===== config.mk =====
export PLATFORM = sky130hd
export DESIGN_NAME = sepc_counters
export DESIGN_NICKNAME = d
export VERILOG_FILES = /design/src/logic/sepc_pkg.sv /design/src/logic/sepc_counters.sv
export SDC_FILE = /design/constraint.sdc
export NUM_CORES = 1
export LEC_CHECK = 0
export BUFFER_PORTS_ARGS = -buffer_cell sky130_fd_sc_hd__buf_4
export CORE_ASPECT_RATIO = 1.25
export CORE_MARGIN = 2
export CORE_UTILIZATION = 45
export CTS_CLUSTER_DIAMETER = 120
export DETAILED_ROUTE_END_ITERATION = 12
export SLEW_MARGIN = 30
export SYNTH_ARGS = -nofsm -noshare
export SYNTH_HDL_FRONTEND = slang
export SYNTH_SLANG_ARGS = --single-unit

===== constraint.sdc =====
create_clock -name clk_i -period 8.9 [get_ports clk_i]
set_input_delay 1.78 -clock clk_i [delete_from_list [all_inputs] [get_ports clk_i]]
set_output_delay 1.78 -clock clk_i [all_outputs]
set_load 0.02 [all_outputs]

===== src/logic/sepc_pkg.sv =====
package sepc_pkg;

  // ****************************************************************
  // Counter slots
  // ****************************************************************
  localparam int SEPC_NCNT    = 5;
  localparam int SEPC_C_SECT  = 0;
  localparam int SEPC_C_LINE  = 1;
  localparam int SEPC_C_PATH  = 2;
  localparam int SEPC_C_LREI  = 3;
  localparam int SEPC_C_PREI  = 4;

  // ****************************************************************
  // Register indices, byte address is four times the index
  // ****************************************************************
  localparam logic [5:0] SEPC_IDX_PRI_CAUSE  = 6'h06;
  localparam logic [5:0] SEPC_IDX_PRI_MASK   = 6'h07;
  localparam logic [5:0] SEPC_IDX_AF_MASK    = 6'h0c;
  localparam logic [5:0] SEPC_IDX_WIN_SECT   = 6'h0d;
  localparam logic [5:0] SEPC_IDX_WIN_LINE   = 6'h0e;
  localparam logic [5:0] SEPC_IDX_WIN_PATH   = 6'h0f;
  localparam logic [5:0] SEPC_IDX_WIN_LREI   = 6'h10;
  localparam logic [5:0] SEPC_IDX_WIN_PREI   = 6'h11;
  localparam logic [5:0] SEPC_IDX_RD_PTR     = 6'h19;
  localparam logic [5:0] SEPC_IDX_SAMPLE     = 6'h1b;
  localparam logic [5:0] SEPC_IDX_CLEAR      = 6'h1c;
  localparam logic [5:0] SEPC_IDX_OVF_FLAGS  = 6'h20;

  // ****************************************************************
  // Field positions and reset values
  // ****************************************************************
  localparam int SEPC_AF_OPT_BIT       = 2;
  localparam int SEPC_AF_LINE_RDI_BIT  = 1;
  localparam int SEPC_AF_PATH_RDI_BIT  = 0;
  localparam int SEPC_PIC_OPT_BIT      = 6;
  localparam int SEPC_PIC_SIG_LOSS_BIT = 5;
  localparam int SEPC_PIC_OVF_BIT      = 1;
  localparam int SEPC_TRIG_BIT         = 0;
  localparam logic [2:0] SEPC_AF_MASK_RST  = 3'h7;
  localparam logic [4:0] SEPC_AF_UPPER     = 5'h1f;
  localparam logic [7:0] SEPC_PRI_MASK_RST = 8'hff;

  // ****************************************************************
  // AXI responses
  // ****************************************************************
  localparam logic [1:0] SEPC_RESP_OKAY   = 2'h0;
  localparam logic [1:0] SEPC_RESP_SLVERR = 2'h2;

endpackage


===== src/logic/sepc_counters.sv =====
`timescale 1ns/1ps
// Functional notes
// - Alarm mask resets to ones; upper five bits read one, ignore writes.
// - Optical mask set: pin only mirrored into cause bit, no signal loss.
// - Optical mask clear: high pin declares signal loss, also mirrored.
// - Line RDI mask set blocks automatic Line RDI; clear sends it.
// - Path RDI mask set blocks automatic Path RDI; clear sends it.
// - Section parity hold is 16 bits, read low byte then high byte.
// - Path parity hold is 16 bits, read low byte then high byte.
// - Path REI hold is 16 bits, read in two accesses, low first.
// - Two-part window pointer starts zero, toggles on each window read.
// - Line parity hold is 20 bits, read low, middle, top four bits.
// - Line REI hold is 20 bits, read low, middle, top four bits.
// - Three-part pointer starts 00, steps 00, 01, 10, back to 00.
// - Writing sample trigger copies every live counter into its hold.
// - Hold keeps captured value until the next sample command.
// - Live counter returns to zero when sampled.
// - Writing one to a clear bit zeroes that live counter.
// - Counter reaching all ones sets its overflow flag.
// - Any overflow sets shared overflow cause, raising interrupt request.
// - Counter keeps counting after overflow.
// - Overflow request masked by primary mask bit, which resets to one.
module sepc_counters
  import sepc_pkg::*;
#(
  parameter int SHORT_W = 16,
  parameter int LONG_W  = 20
) (
  // Clock and reset
  input  wire logic        clk_i,
  input  wire logic        sys_rst_i,
  // AXI4-Lite write
  input  wire logic [7:0]  s_axi_awaddr_i,
  input  wire logic        s_axi_awvalid_i,
  output logic             s_axi_awready_o,
  input  wire logic [31:0] s_axi_wdata_i,
  input  wire logic [3:0]  s_axi_wstrb_i,
  input  wire logic        s_axi_wvalid_i,
  output logic             s_axi_wready_o,
  output logic [1:0]       s_axi_bresp_o,
  output logic             s_axi_bvalid_o,
  input  wire logic        s_axi_bready_i,
  // AXI4-Lite read
  input  wire logic [7:0]  s_axi_araddr_i,
  input  wire logic        s_axi_arvalid_i,
  output logic             s_axi_arready_o,
  output logic [31:0]      s_axi_rdata_o,
  output logic [1:0]       s_axi_rresp_o,
  output logic             s_axi_rvalid_o,
  input  wire logic        s_axi_rready_i,
  // Error and REI events, one pulse per event
  input  wire logic        section_parity_err_i,
  input  wire logic        line_parity_err_i,
  input  wire logic        path_parity_err_i,
  input  wire logic        line_remote_err_i,
  input  wire logic        path_remote_err_i,
  // Alarms
  input  wire logic        optical_loss_input_i,
  input  wire logic        line_rdi_req_i,
  input  wire logic        path_rdi_req_i,
  output logic             signal_loss_o,
  output logic             line_rdi_tx_o,
  output logic             path_rdi_tx_o,
  output logic             counter_overflow_irq_o
);

  // ****************************************************************
  // State
  // ****************************************************************
  typedef struct packed {
    logic [SEPC_NCNT-1:0][LONG_W-1:0] cnt;
    logic [SEPC_NCNT-1:0][LONG_W-1:0] hold;
    logic [SEPC_NCNT-1:0][1:0]        ptr;
    logic [SEPC_NCNT-1:0]             ovf;
    logic                             ovf_cause;
    logic [2:0]                       af_mask;
    logic [7:0]                       pri_mask;
    logic                             sig_loss;
    logic                             opt_lvl;
    logic                             line_rdi_tx;
    logic                             path_rdi_tx;
    logic                             aw_got;
    logic [5:0]                       aw_idx;
    logic                             w_got;
    logic [7:0]                       wdata;
    logic                             wlane;
    logic                             bvalid;
    logic [1:0]                       bresp;
    logic                             rvalid;
    logic [7:0]                       rdata;
    logic [1:0]                       rresp;
  } sepc_state_type;

  sepc_state_type st_r;
  sepc_state_type st_nxt;
  logic [SEPC_NCNT-1:0] ev;
  logic [SEPC_NCNT-1:0] clr_go;
  logic [SEPC_NCNT-1:0] ovf_set;
  logic                 sample_go;
  logic                 wr_go;
  logic                 rd_go;
  logic [5:0]           ar_idx;
  assign ev = {path_remote_err_i, line_remote_err_i, path_parity_err_i,
               line_parity_err_i, section_parity_err_i};
  assign ar_idx = s_axi_araddr_i[7:2];

  // ****************************************************************
  // Helpers
  // ****************************************************************
  function automatic logic is_long(input int i);
    return (i == SEPC_C_LINE) || (i == SEPC_C_LREI);
  endfunction
  function automatic logic [LONG_W-1:0] cnt_max(input int i);
    logic [LONG_W-1:0] m;
    m = '1;
    return is_long(i) ? m : m >> (LONG_W - SHORT_W);
  endfunction
  // Two-part window toggles, three-part steps 0,1,2,0
  function automatic logic [1:0] ptr_step(input logic [1:0] p,
                                          input logic long_w);
    if (long_w) begin
      return (p == 2'h2) ? 2'h0 : p + 2'h1;
    end
    return {1'b0, ~p[0]};
  endfunction
  function automatic logic [7:0] win_byte(input logic [LONG_W-1:0] h,
                                          input logic [1:0] p);
    case (p)
      2'h0:    return h[7:0];
      2'h1:    return h[15:8];
      default: return {4'h0, h[19:16]};
    endcase
  endfunction

  function automatic int win_slot(input logic [5:0] idx);
    int s;
    s = -1;
    if (idx == SEPC_IDX_WIN_SECT) begin
      s = SEPC_C_SECT;
    end else if (idx == SEPC_IDX_WIN_LINE) begin
      s = SEPC_C_LINE;
    end else if (idx == SEPC_IDX_WIN_PATH) begin
      s = SEPC_C_PATH;
    end else if (idx == SEPC_IDX_WIN_LREI) begin
      s = SEPC_C_LREI;
    end else if (idx == SEPC_IDX_WIN_PREI) begin
      s = SEPC_C_PREI;
    end
    return s;
  endfunction

  // ****************************************************************
  // Next state
  // ****************************************************************
  always_comb begin
    int ws;
    logic [SEPC_NCNT-1:0] ovf_rdclr;
    logic                 cause_rdclr;
    logic                 wr_ok;
    logic [LONG_W-1:0]    inc;
    ws = -1;
    ovf_rdclr = '0;
    cause_rdclr = 1'b0;
    wr_ok = 1'b0;
    inc = '0;
    st_nxt = st_r;
    sample_go = 1'b0;
    clr_go = '0;
    ovf_set = '0;

    // Write channel capture, either order
    if (s_axi_awvalid_i && s_axi_awready_o) begin
      st_nxt.aw_got = 1'b1;
      st_nxt.aw_idx = s_axi_awaddr_i[7:2];
    end
    if (s_axi_wvalid_i && s_axi_wready_o) begin
      st_nxt.w_got = 1'b1;
      st_nxt.wdata = s_axi_wdata_i[7:0];
      st_nxt.wlane = s_axi_wstrb_i[0];
    end
    wr_go = st_r.aw_got && st_r.w_got && !st_r.bvalid;
    if (wr_go) begin
      st_nxt.aw_got = 1'b0;
      st_nxt.w_got = 1'b0;
      st_nxt.bvalid = 1'b1;
      if (st_r.aw_idx == SEPC_IDX_AF_MASK) begin
        wr_ok = 1'b1;
        if (st_r.wlane) begin
          st_nxt.af_mask = st_r.wdata[2:0];
        end
      end else if (st_r.aw_idx == SEPC_IDX_PRI_MASK) begin
        wr_ok = 1'b1;
        if (st_r.wlane) begin
          st_nxt.pri_mask = st_r.wdata;
        end
      end else if (st_r.aw_idx == SEPC_IDX_SAMPLE) begin
        wr_ok = 1'b1;
        sample_go = st_r.wlane && st_r.wdata[SEPC_TRIG_BIT];
      end else if (st_r.aw_idx == SEPC_IDX_CLEAR) begin
        wr_ok = 1'b1;
        if (st_r.wlane) begin
          clr_go = st_r.wdata[SEPC_NCNT-1:0];
        end
      end else if ((st_r.aw_idx == SEPC_IDX_PRI_CAUSE) ||
                   (st_r.aw_idx == SEPC_IDX_RD_PTR) ||
                   (st_r.aw_idx == SEPC_IDX_OVF_FLAGS) ||
                   (win_slot(st_r.aw_idx) >= 0)) begin
        wr_ok = 1'b1;
      end
      st_nxt.bresp = wr_ok ? SEPC_RESP_OKAY : SEPC_RESP_SLVERR;
    end
    if (st_r.bvalid && s_axi_bready_i) begin
      st_nxt.bvalid = 1'b0;
    end

    // Read: answer registered, side effects at the address handshake
    rd_go = s_axi_arvalid_i && s_axi_arready_o;
    if (st_r.rvalid && s_axi_rready_i) begin
      st_nxt.rvalid = 1'b0;
    end
    if (rd_go) begin
      st_nxt.rvalid = 1'b1;
      st_nxt.rresp = SEPC_RESP_OKAY;
      st_nxt.rdata = 8'h00;
      ws = win_slot(ar_idx);
      if (ws >= 0) begin
        st_nxt.rdata = win_byte(st_r.hold[ws], st_r.ptr[ws]);
        st_nxt.ptr[ws] = ptr_step(st_r.ptr[ws], is_long(ws));
      end else if (ar_idx == SEPC_IDX_AF_MASK) begin
        st_nxt.rdata = {SEPC_AF_UPPER, st_r.af_mask};
      end else if (ar_idx == SEPC_IDX_PRI_MASK) begin
        st_nxt.rdata = st_r.pri_mask;
      end else if (ar_idx == SEPC_IDX_PRI_CAUSE) begin
        st_nxt.rdata[SEPC_PIC_OPT_BIT] = st_r.opt_lvl;
        st_nxt.rdata[SEPC_PIC_SIG_LOSS_BIT] = st_r.sig_loss;
        st_nxt.rdata[SEPC_PIC_OVF_BIT] = st_r.ovf_cause;
        cause_rdclr = 1'b1;
      end else if (ar_idx == SEPC_IDX_RD_PTR) begin
        st_nxt.rdata = {1'b0, st_r.ptr[SEPC_C_PREI][0],
                        st_r.ptr[SEPC_C_LREI], st_r.ptr[SEPC_C_PATH][0],
                        st_r.ptr[SEPC_C_LINE], st_r.ptr[SEPC_C_SECT][0]};
      end else if (ar_idx == SEPC_IDX_OVF_FLAGS) begin
        st_nxt.rdata = {3'h0, st_r.ovf};
        ovf_rdclr = '1;
      end else if ((ar_idx == SEPC_IDX_SAMPLE) ||
                   (ar_idx == SEPC_IDX_CLEAR)) begin
        st_nxt.rdata = 8'h00;
      end else begin
        st_nxt.rresp = SEPC_RESP_SLVERR;
      end
    end

    // Live counters; an event in a sample or clear cycle counts as one
    for (int i = 0; i < SEPC_NCNT; i++) begin
      inc = (st_r.cnt[i] + LONG_W'(1)) & cnt_max(i);
      if (sample_go) begin
        st_nxt.hold[i] = st_r.cnt[i];
      end
      if (sample_go || clr_go[i]) begin
        st_nxt.cnt[i] = LONG_W'(ev[i]);
      end else if (ev[i]) begin
        st_nxt.cnt[i] = inc;
        ovf_set[i] = (inc == cnt_max(i));
      end
    end
    // Set wins over clear-on-read
    st_nxt.ovf = (st_r.ovf & ~ovf_rdclr) | ovf_set;
    st_nxt.ovf_cause = (st_r.ovf_cause & ~cause_rdclr) | (|ovf_set);

    // Alarm outputs
    st_nxt.opt_lvl = optical_loss_input_i;
    st_nxt.sig_loss = optical_loss_input_i &&
                      !st_r.af_mask[SEPC_AF_OPT_BIT];
    st_nxt.line_rdi_tx = line_rdi_req_i &&
                         !st_r.af_mask[SEPC_AF_LINE_RDI_BIT];
    st_nxt.path_rdi_tx = path_rdi_req_i &&
                         !st_r.af_mask[SEPC_AF_PATH_RDI_BIT];
  end

  always_ff @(posedge clk_i or posedge sys_rst_i) begin
    if (sys_rst_i) begin
      st_r <= '0;
      st_r.af_mask <= SEPC_AF_MASK_RST;
      st_r.pri_mask <= SEPC_PRI_MASK_RST;
    end else begin
      st_r <= st_nxt;
    end
  end

  // ****************************************************************
  // Outputs
  // ****************************************************************
  assign s_axi_awready_o = !st_r.aw_got && !st_r.bvalid;
  assign s_axi_wready_o  = !st_r.w_got && !st_r.bvalid;
  assign s_axi_bvalid_o  = st_r.bvalid;
  assign s_axi_bresp_o   = st_r.bresp;
  assign s_axi_arready_o = !st_r.rvalid;
  assign s_axi_rvalid_o  = st_r.rvalid;
  assign s_axi_rresp_o   = st_r.rresp;
  assign s_axi_rdata_o   = {24'h00_0000, st_r.rdata};
  assign signal_loss_o   = st_r.sig_loss;
  assign line_rdi_tx_o   = st_r.line_rdi_tx;
  assign path_rdi_tx_o   = st_r.path_rdi_tx;
  assign counter_overflow_irq_o = st_r.ovf_cause &&
                                  !st_r.pri_mask[SEPC_PIC_OVF_BIT];
endmodule


Word-level counts from Yosys, hierarchy flattened
Cells that the tools add are included.
{"block": "word_totals", "reg_bits": 262, "inputBits": 67}
{"block": "op_classes", "addsub": 6, "n_lt_le_gt_ge": 4, "eq_ne": 33, "n_mux": 106, "bitwise": 8, "reduce_logical": 47}
{"cell": "two-way mux 32 bit", "n": 16}
{"cell": "two-way mux 20 bit", "n": 12}
{"cell": ">= comparator 32 x 1 -> 1 bit, second input constant", "n": 3}
{"cell": "two-way mux 5 bit", "n": 14}
{"cell": "binary-select mux 20 bit (select 3 bit)", "n": 1}
{"cell": "== test 6 x 5 -> 1 bit, second input constant", "n": 10}
{"cell": "adder 16 x 1 -> 16 bit, second input constant", "n": 3}
{"cell": "== test 16 bit, second input constant", "n": 3}
{"cell": "== test 6 x 4 -> 1 bit, second input constant", "n": 8}
{"cell": "adder 20 x 1 -> 20 bit, second input constant", "n": 2}
{"cell": "== test 20 bit, second input constant", "n": 2}
{"cell": "two-way mux 1 bit", "n": 33}
{"cell": "== test 32 x 2 -> 1 bit, second input constant", "n": 1}
{"cell": "== test 32 x 3 -> 1 bit, second input constant", "n": 1}
{"cell": "less-than comparator 32 x 5 -> 1 bit, second input constant", "n": 1}
{"cell": "two-way mux 2 bit", "n": 16}
{"cell": "== test 6 x 3 -> 1 bit, second input constant", "n": 4}
{"cell": "two-way mux 8 bit", "n": 3}
{"cell": "nonzero test 2 bit", "n": 9}
{"cell": "one-hot mux 8 bit (2 select lines)", "n": 1}
{"cell": "logical AND 1 bit", "n": 15}
{"cell": "two-way mux 7 bit", "n": 2}
{"cell": "== test 6 bit, second input constant", "n": 2}
{"cell": "two-way mux 11 bit", "n": 1}
{"cell": "21 further kinds", "n": 41}

Longest topological paths before layout
{"block": "depth", "depth_word": 22, "ltp_mapped": 10, "depth_no_buf": 8}

Worst setup path before layout
Ideal clock, no wire load.
{"block": "synth_timing", "path_kind": "input port to flip-flop", "startpoint": "input s_axi_araddr_i[5]", "endpoint": "register st_r[55] in the netlist's numbering", "setup_ns": 0.125, "arrival_ns": 3.792, "t_required_ns": 8.775, "path_slack_ns": 4.983, "cell_stages": 8, "path_buffers": 2, "path_cell_list": "buf_2 or4b_1 a211o_1 mux2_4 o211ai_4 buf_6 nor3_1 mux2_2"}
{"block": "synth_via", "elab_chain_len": 17, "elab_cells_between_ends": 35}
{"item": "start: declaration", "line": "sepc_counters.sv:44", "source": "input wire logic [7:0] s_axi_araddr_i,"}
{"item": "== test 6 x 5 -> 1 bit", "line": "sepc_counters.sv:146", "source": "end else if (idx == SEPC_IDX_WIN_PREI) begin"}
{"item": "two-way mux 32 bit", "line": "sepc_counters.sv:146"}
{"item": "two-way mux 32 bit", "line": "sepc_counters.sv:144", "source": "end else if (idx == SEPC_IDX_WIN_LREI) begin"}
{"item": "two-way mux 32 bit", "line": "sepc_counters.sv:142", "source": "end else if (idx == SEPC_IDX_WIN_PATH) begin"}
{"item": "two-way mux 32 bit", "line": "sepc_counters.sv:140", "source": "end else if (idx == SEPC_IDX_WIN_LINE) begin"}
{"item": "two-way mux 32 bit *", "line": "sepc_counters.sv:138", "source": "if (idx == SEPC_IDX_WIN_SECT) begin"}
{"item": "two-way mux 32 bit *", "line": "sepc_counters.sv:221", "source": "if (rd_go) begin"}
{"item": "binary-select mux 2 bit (select 3 bit)", "line": "sepc_counters.sv:228", "source": "st_nxt.ptr[ws] = ptr_step(st_r.ptr[ws], is_long(ws));"}
{"item": "two-way mux 2 bit (implied by the code) (2 in a row)", "line": "sepc_counters.sv:228"}
{"item": "adder 2 x 1 -> 2 bit / == test 2 bit (equally long branches)", "line": "sepc_counters.sv:122", "source": "return (p == 2'h2) ? 2'h0 : p + 2'h1;"}
{"item": "two-way mux 2 bit", "line": "sepc_counters.sv:122"}
{"item": "two-way mux 2 bit", "line": "sepc_counters.sv:121", "source": "if (long_w) begin"}
{"item": "two-way mux 2 bit", "line": "sepc_counters.sv:124", "source": "return {1'b0, ~p[0]};"}
{"item": "two-way mux 2 bit", "line": "sepc_counters.sv:226", "source": "if (ws >= 0) begin"}
{"item": "two-way mux 2 bit", "line": "sepc_counters.sv:221"}
{"item": "bitwise mux 10 bit", "line": "sepc_counters.sv:228"}
{"item": "end signal: assignment", "line": "sepc_counters.sv:286", "source": "st_r <= st_nxt;"}
{"item": "end: declaration", "line": "sepc_counters.sv:94", "source": "sepc_state_type st_r;"}
Mark *: on every way between the ends. The rest lies on a longest branch, timed or not. The select of a mux whose other input is x is not followed.
A chain may end at the register's enable or synchronous reset.

Final worst setup path
{"block": "layout_timing", "startpoint": "input s_axi_araddr_i[4]", "endpoint": "register st_r, in the netlist s_axi_rdata_o[4]"}
{"block": "layout_via", "elab_chain_len": 13, "elab_cells_between_ends": 32}
{"item": "== test 6 x 5 -> 1 bit", "line": "sepc_counters.sv:146"}
{"item": "two-way mux 32 bit", "line": "sepc_counters.sv:146"}
{"item": "two-way mux 32 bit", "line": "sepc_counters.sv:144"}
{"item": "two-way mux 32 bit", "line": "sepc_counters.sv:142"}
{"item": "two-way mux 32 bit", "line": "sepc_counters.sv:140"}
{"item": "two-way mux 32 bit", "line": "sepc_counters.sv:138"}
{"item": "two-way mux 32 bit", "line": "sepc_counters.sv:221"}
{"item": "binary-select mux 2 bit (select 3 bit)", "line": "sepc_counters.sv:227", "source": "st_nxt.rdata = win_byte(st_r.hold[ws], st_r.ptr[ws]);"}
{"item": "two-way mux 2 bit (implied by the code) (2 in a row)", "line": "sepc_counters.sv:227"}
{"item": "== test 2 x 1 -> 1 bit / zero test 2 bit (equally long branches)", "line": "sepc_counters.sv:128", "source": "case (p)"}
{"item": "one-hot mux 8 bit (2 select lines)", "line": "sepc_counters.sv:128"}
{"item": "two-way mux 8 bit *", "line": "sepc_counters.sv:226"}
Marks and branches as above.

==> metrics.txt <==
clock latency reported for the late side of the worst-skew pair 540 ps; Die ar. 29,300 sq um; number of distinct library cells after synthesis 80; grt total ovfl 0; number of failing setup endpoints in the final timing report 0; first-iteration detailed-routing DRC count 636; power per standard cell area 236 nW/um^2; Worst Setup End Kind register; residual antenna-violating net count after detailed routing 0; total vias in the final route 9,322; number of global-route vias before repair 9,001; Vias per Instance 5.71; transition time of the tightest slew-check pin 911 ps; final setup TNS 0 ps; PnR Total Power 3.31 mW; max-slew violation count 0; number of hold buffers added after CTS 0; HPWL after DPL 21,900 microns; Reg with most FFs st_r; flip-flop cell with the highest count after synthesis sky130_fd_sc_hd__dfrtp_1; critical path buffer and inverter count 1; clock root cell sky130_fd_sc_hd__clkbuf_16; peak clock frequency supported by timing 257 MHz; arrival time reported for the critical path endpoint 4370 ps; CTS tree done; final worst-path setup slack 5000 ps; mean post-synth cell area 10.0 sq um; horizontal extent of the die 153 microns; gp weighted congestion 0.899; Maximum Capacitance Violations 0; I/O pin total 112; fraction of the yosys area taken by sequential cells 0.471; fraction of final layout cells sized beyond drive strength 1 0.199; max FFs per register 221; Post-Synthesis Cells 1,251; worst setup slack after placement 4480 ps; clock net sink count 236; initial cell density of the core 0.456; kind of cell adding the most delay to the critical path compound AO/OA/AOI/OAI gates; initial antenna violation count 1; worst path required time 9370 ps; number of enable flip-flop cells after synthesis 0; CTS H-Tree Depth 1; antenna fix cells 0; Total Nets Final 1,341; number of clock buffers inserted by TritonCTS 26; clock skew 13.2 ps; FFs w/ async S/R, synth 1.00; area after detailed placement 13,100 sq um; Area Overhead vs Synth 11.6%; die height 191 microns; netlist area before placement 12,600 sq um; Slew HR 0.391; Warnings, synthesis 0; flip-flop and latch count after synthesis 236; first-pass GRT wire length 50,000 microns; Peak VDD IR 0.154 mV; DRC Markers 0; Floorplan Core Area 27,600 sq um; post-route clock period utilization 0.438; Critical Path Slowest Stage Cell sky130_fd_sc_hd__a211oi_2; final-report hold violation count 0; wire length per cell 19.0 microns; post-route insts no fill 1,634; # resized after CTS 0; Post-CTS Setup Inserts 0; leakage power 6.20 nW; Slowest Stage Delay on Critical Path 780 ps; result of the run finished, final reports clean; Total Routed Length 31,000 microns; total placed cells including tap cells 1,586; row count 68; pin count of the biggest net entering global routing 135; ordered cell list for the critical path buf_4 -> or3b_1 -> a211oi_2 -> a21oi_1 -> a2111oi_0 -> mux2i_1 -> o21ai_1 -> a22o_1; maximum fanout along the worst path 15; final core utilization 0.509; Port Buffer Count 54; shortest clock period the worst path allows after layout 3900 ps; critical path startpoint category primary input; type of the worst setup path in -> reg; worst hold slack across all endpoints 475 ps; final non-filler cell area 14,000 sq um; RSZ-0062 raised after global routing false; overall routing resource usage 0.211; setup slack of the most critical reg-to-reg path 6130 ps; Bufs on Longest Clock Path 3; first-pass iteration count of the detailed router 5; path type of the worst min-delay path reg -> reg; clock-pin slew on the worst setup and hold paths 60 ps
[report_power, final]
| group | leakage (nW) | switching (mW) | internal [mW] |
|---|---|---|---|
| combinational | 2.61 | 0.341 | 0.275 |
| clock | 0.465 | 0.459 | 0.735 |
| sequential | 3.12 | 0.258 | 1.24 |
| total | 6.20 | 1.06 | 2.25 |
[layout by cell type (no fill, tap or decap), drive strengths merged, types with 21 or more instances in the layout]
master,netlist,final
inv,19,21
nor2,132,132
buf,45,65
nand4,32,32
nand2,106,106
xnor2,25,25
xor2,57,57
nor3,24,24
dfrtp,225,225
o21ai,48,48
conb,1,26
a21oi,54,54
clkbuf,60,34
nand3,38,38
mux2,122,122
[cell families (layout without fill, tap and decap cells)]
| group | count (synthesis) | after routing | share of synthesized area |
|---|---|---|---|
| xor gates and xnor gates | 82 | 82 | 0.0571 |
| buffers and inverters | 124 | 132 | 0.0497 |
| adders and majority gates | 10 | 10 | 0.00996 |
| and+or+nand+nor | 454 | 454 | 0.180 |
| other | 1 | 26 | 0.000298 |
| AOI/OAI and AO/OA | 208 | 208 | 0.111 |
| DFF | 236 | 236 | 0.471 |
| muxes | 136 | 136 | 0.121 |
[worst paths after layout]
path / depth (start not counted) / from / endpoint
hold reg to reg: 2 / st_r[47] / st_r[47]
hold / removal: 2 / st_r[47] / st_r[47]
min in group asynchronous: 2 / sys_rst_i / st_r[242]
max in group asynchronous: 3 / sys_rst_i / st_r[122]
setup reg to reg: 7 / st_r[222] / st_r[46]
setup / recovery: 8 / s_axi_araddr_i[4] / s_axi_rdata_o[4]
[tightest hold or removal path: stages (launching register included)]
cell,delay (ps)
sky130_fd_sc_hd__dfrtp_1,340
sky130_fd_sc_hd__nand2_1,50
sky130_fd_sc_hd__nand2_1,50
[cells in the mapped netlist, types with 7 or more instances]
library cell,n,area [sq um]
sky130_fd_sc_hd__buf_2,7,35.0
sky130_fd_sc_hd__mux2_2,113,1270
sky130_fd_sc_hd__mux2i_1,14,140
sky130_fd_sc_hd__o31ai_1,8,60.1
sky130_fd_sc_hd__a21o_1,9,67.6
sky130_fd_sc_hd__clkbuf_1,60,225
sky130_fd_sc_hd__nor2b_1,12,75.1
sky130_fd_sc_hd__inv_1,18,67.6
sky130_fd_sc_hd__buf_4,36,270
sky130_fd_sc_hd__and3_1,14,87.6
sky130_fd_sc_hd__nor3_1,23,115
sky130_fd_sc_hd__a21oi_1,54,270
sky130_fd_sc_hd__or3_1,15,93.8
sky130_fd_sc_hd__nand2_1,106,398
sky130_fd_sc_hd__o22ai_1,12,75.1
sky130_fd_sc_hd__a31oi_1,7,43.8
sky130_fd_sc_hd__xnor2_1,25,219
sky130_fd_sc_hd__nand2b_1,11,68.8
sky130_fd_sc_hd__nand3b_1,10,75.1
sky130_fd_sc_hd__dfstp_2,11,289
sky130_fd_sc_hd__a211oi_1,10,75.1
sky130_fd_sc_hd__nand4_1,32,200
sky130_fd_sc_hd__o21ai_0,42,210
sky130_fd_sc_hd__nor4_1,10,62.6
sky130_fd_sc_hd__nand4b_1,7,61.3
sky130_fd_sc_hd__mux2_1,8,90.1
sky130_fd_sc_hd__ha_1,10,125
sky130_fd_sc_hd__nand3_1,38,190
sky130_fd_sc_hd__nor2_1,132,495
sky130_fd_sc_hd__a22oi_1,8,60.1
sky130_fd_sc_hd__xor2_1,57,499
sky130_fd_sc_hd__and2_1,10,62.6
sky130_fd_sc_hd__dfrtp_1,225,5630
[metal layers]
layer / routed length, microns / GRT usage / up-vias
met2: 15100 / 0.358 / 209
met4: 925 / 0.0663 / 2
met1: 13700 / 0.284 / 4614
met5: 13 / 0 / -
met3: 1290 / 0.0268 / 65
li1: - / - / 4432
[area by class of cell]
type / instances / area, sq um
Fill cell: 2561 / 13500
Multi-Input combinational cell: 916 / 6140
Sequential cell: 236 / 5920
Clock buffer: 34 / 742
Timing Repair Buffer: 65 / 492
Tap cell: 350 / 438
Clock inverter: 14 / 211
Inverter: 19 / 83.8
No activity file was read; power rests on OpenSTA's default activity.
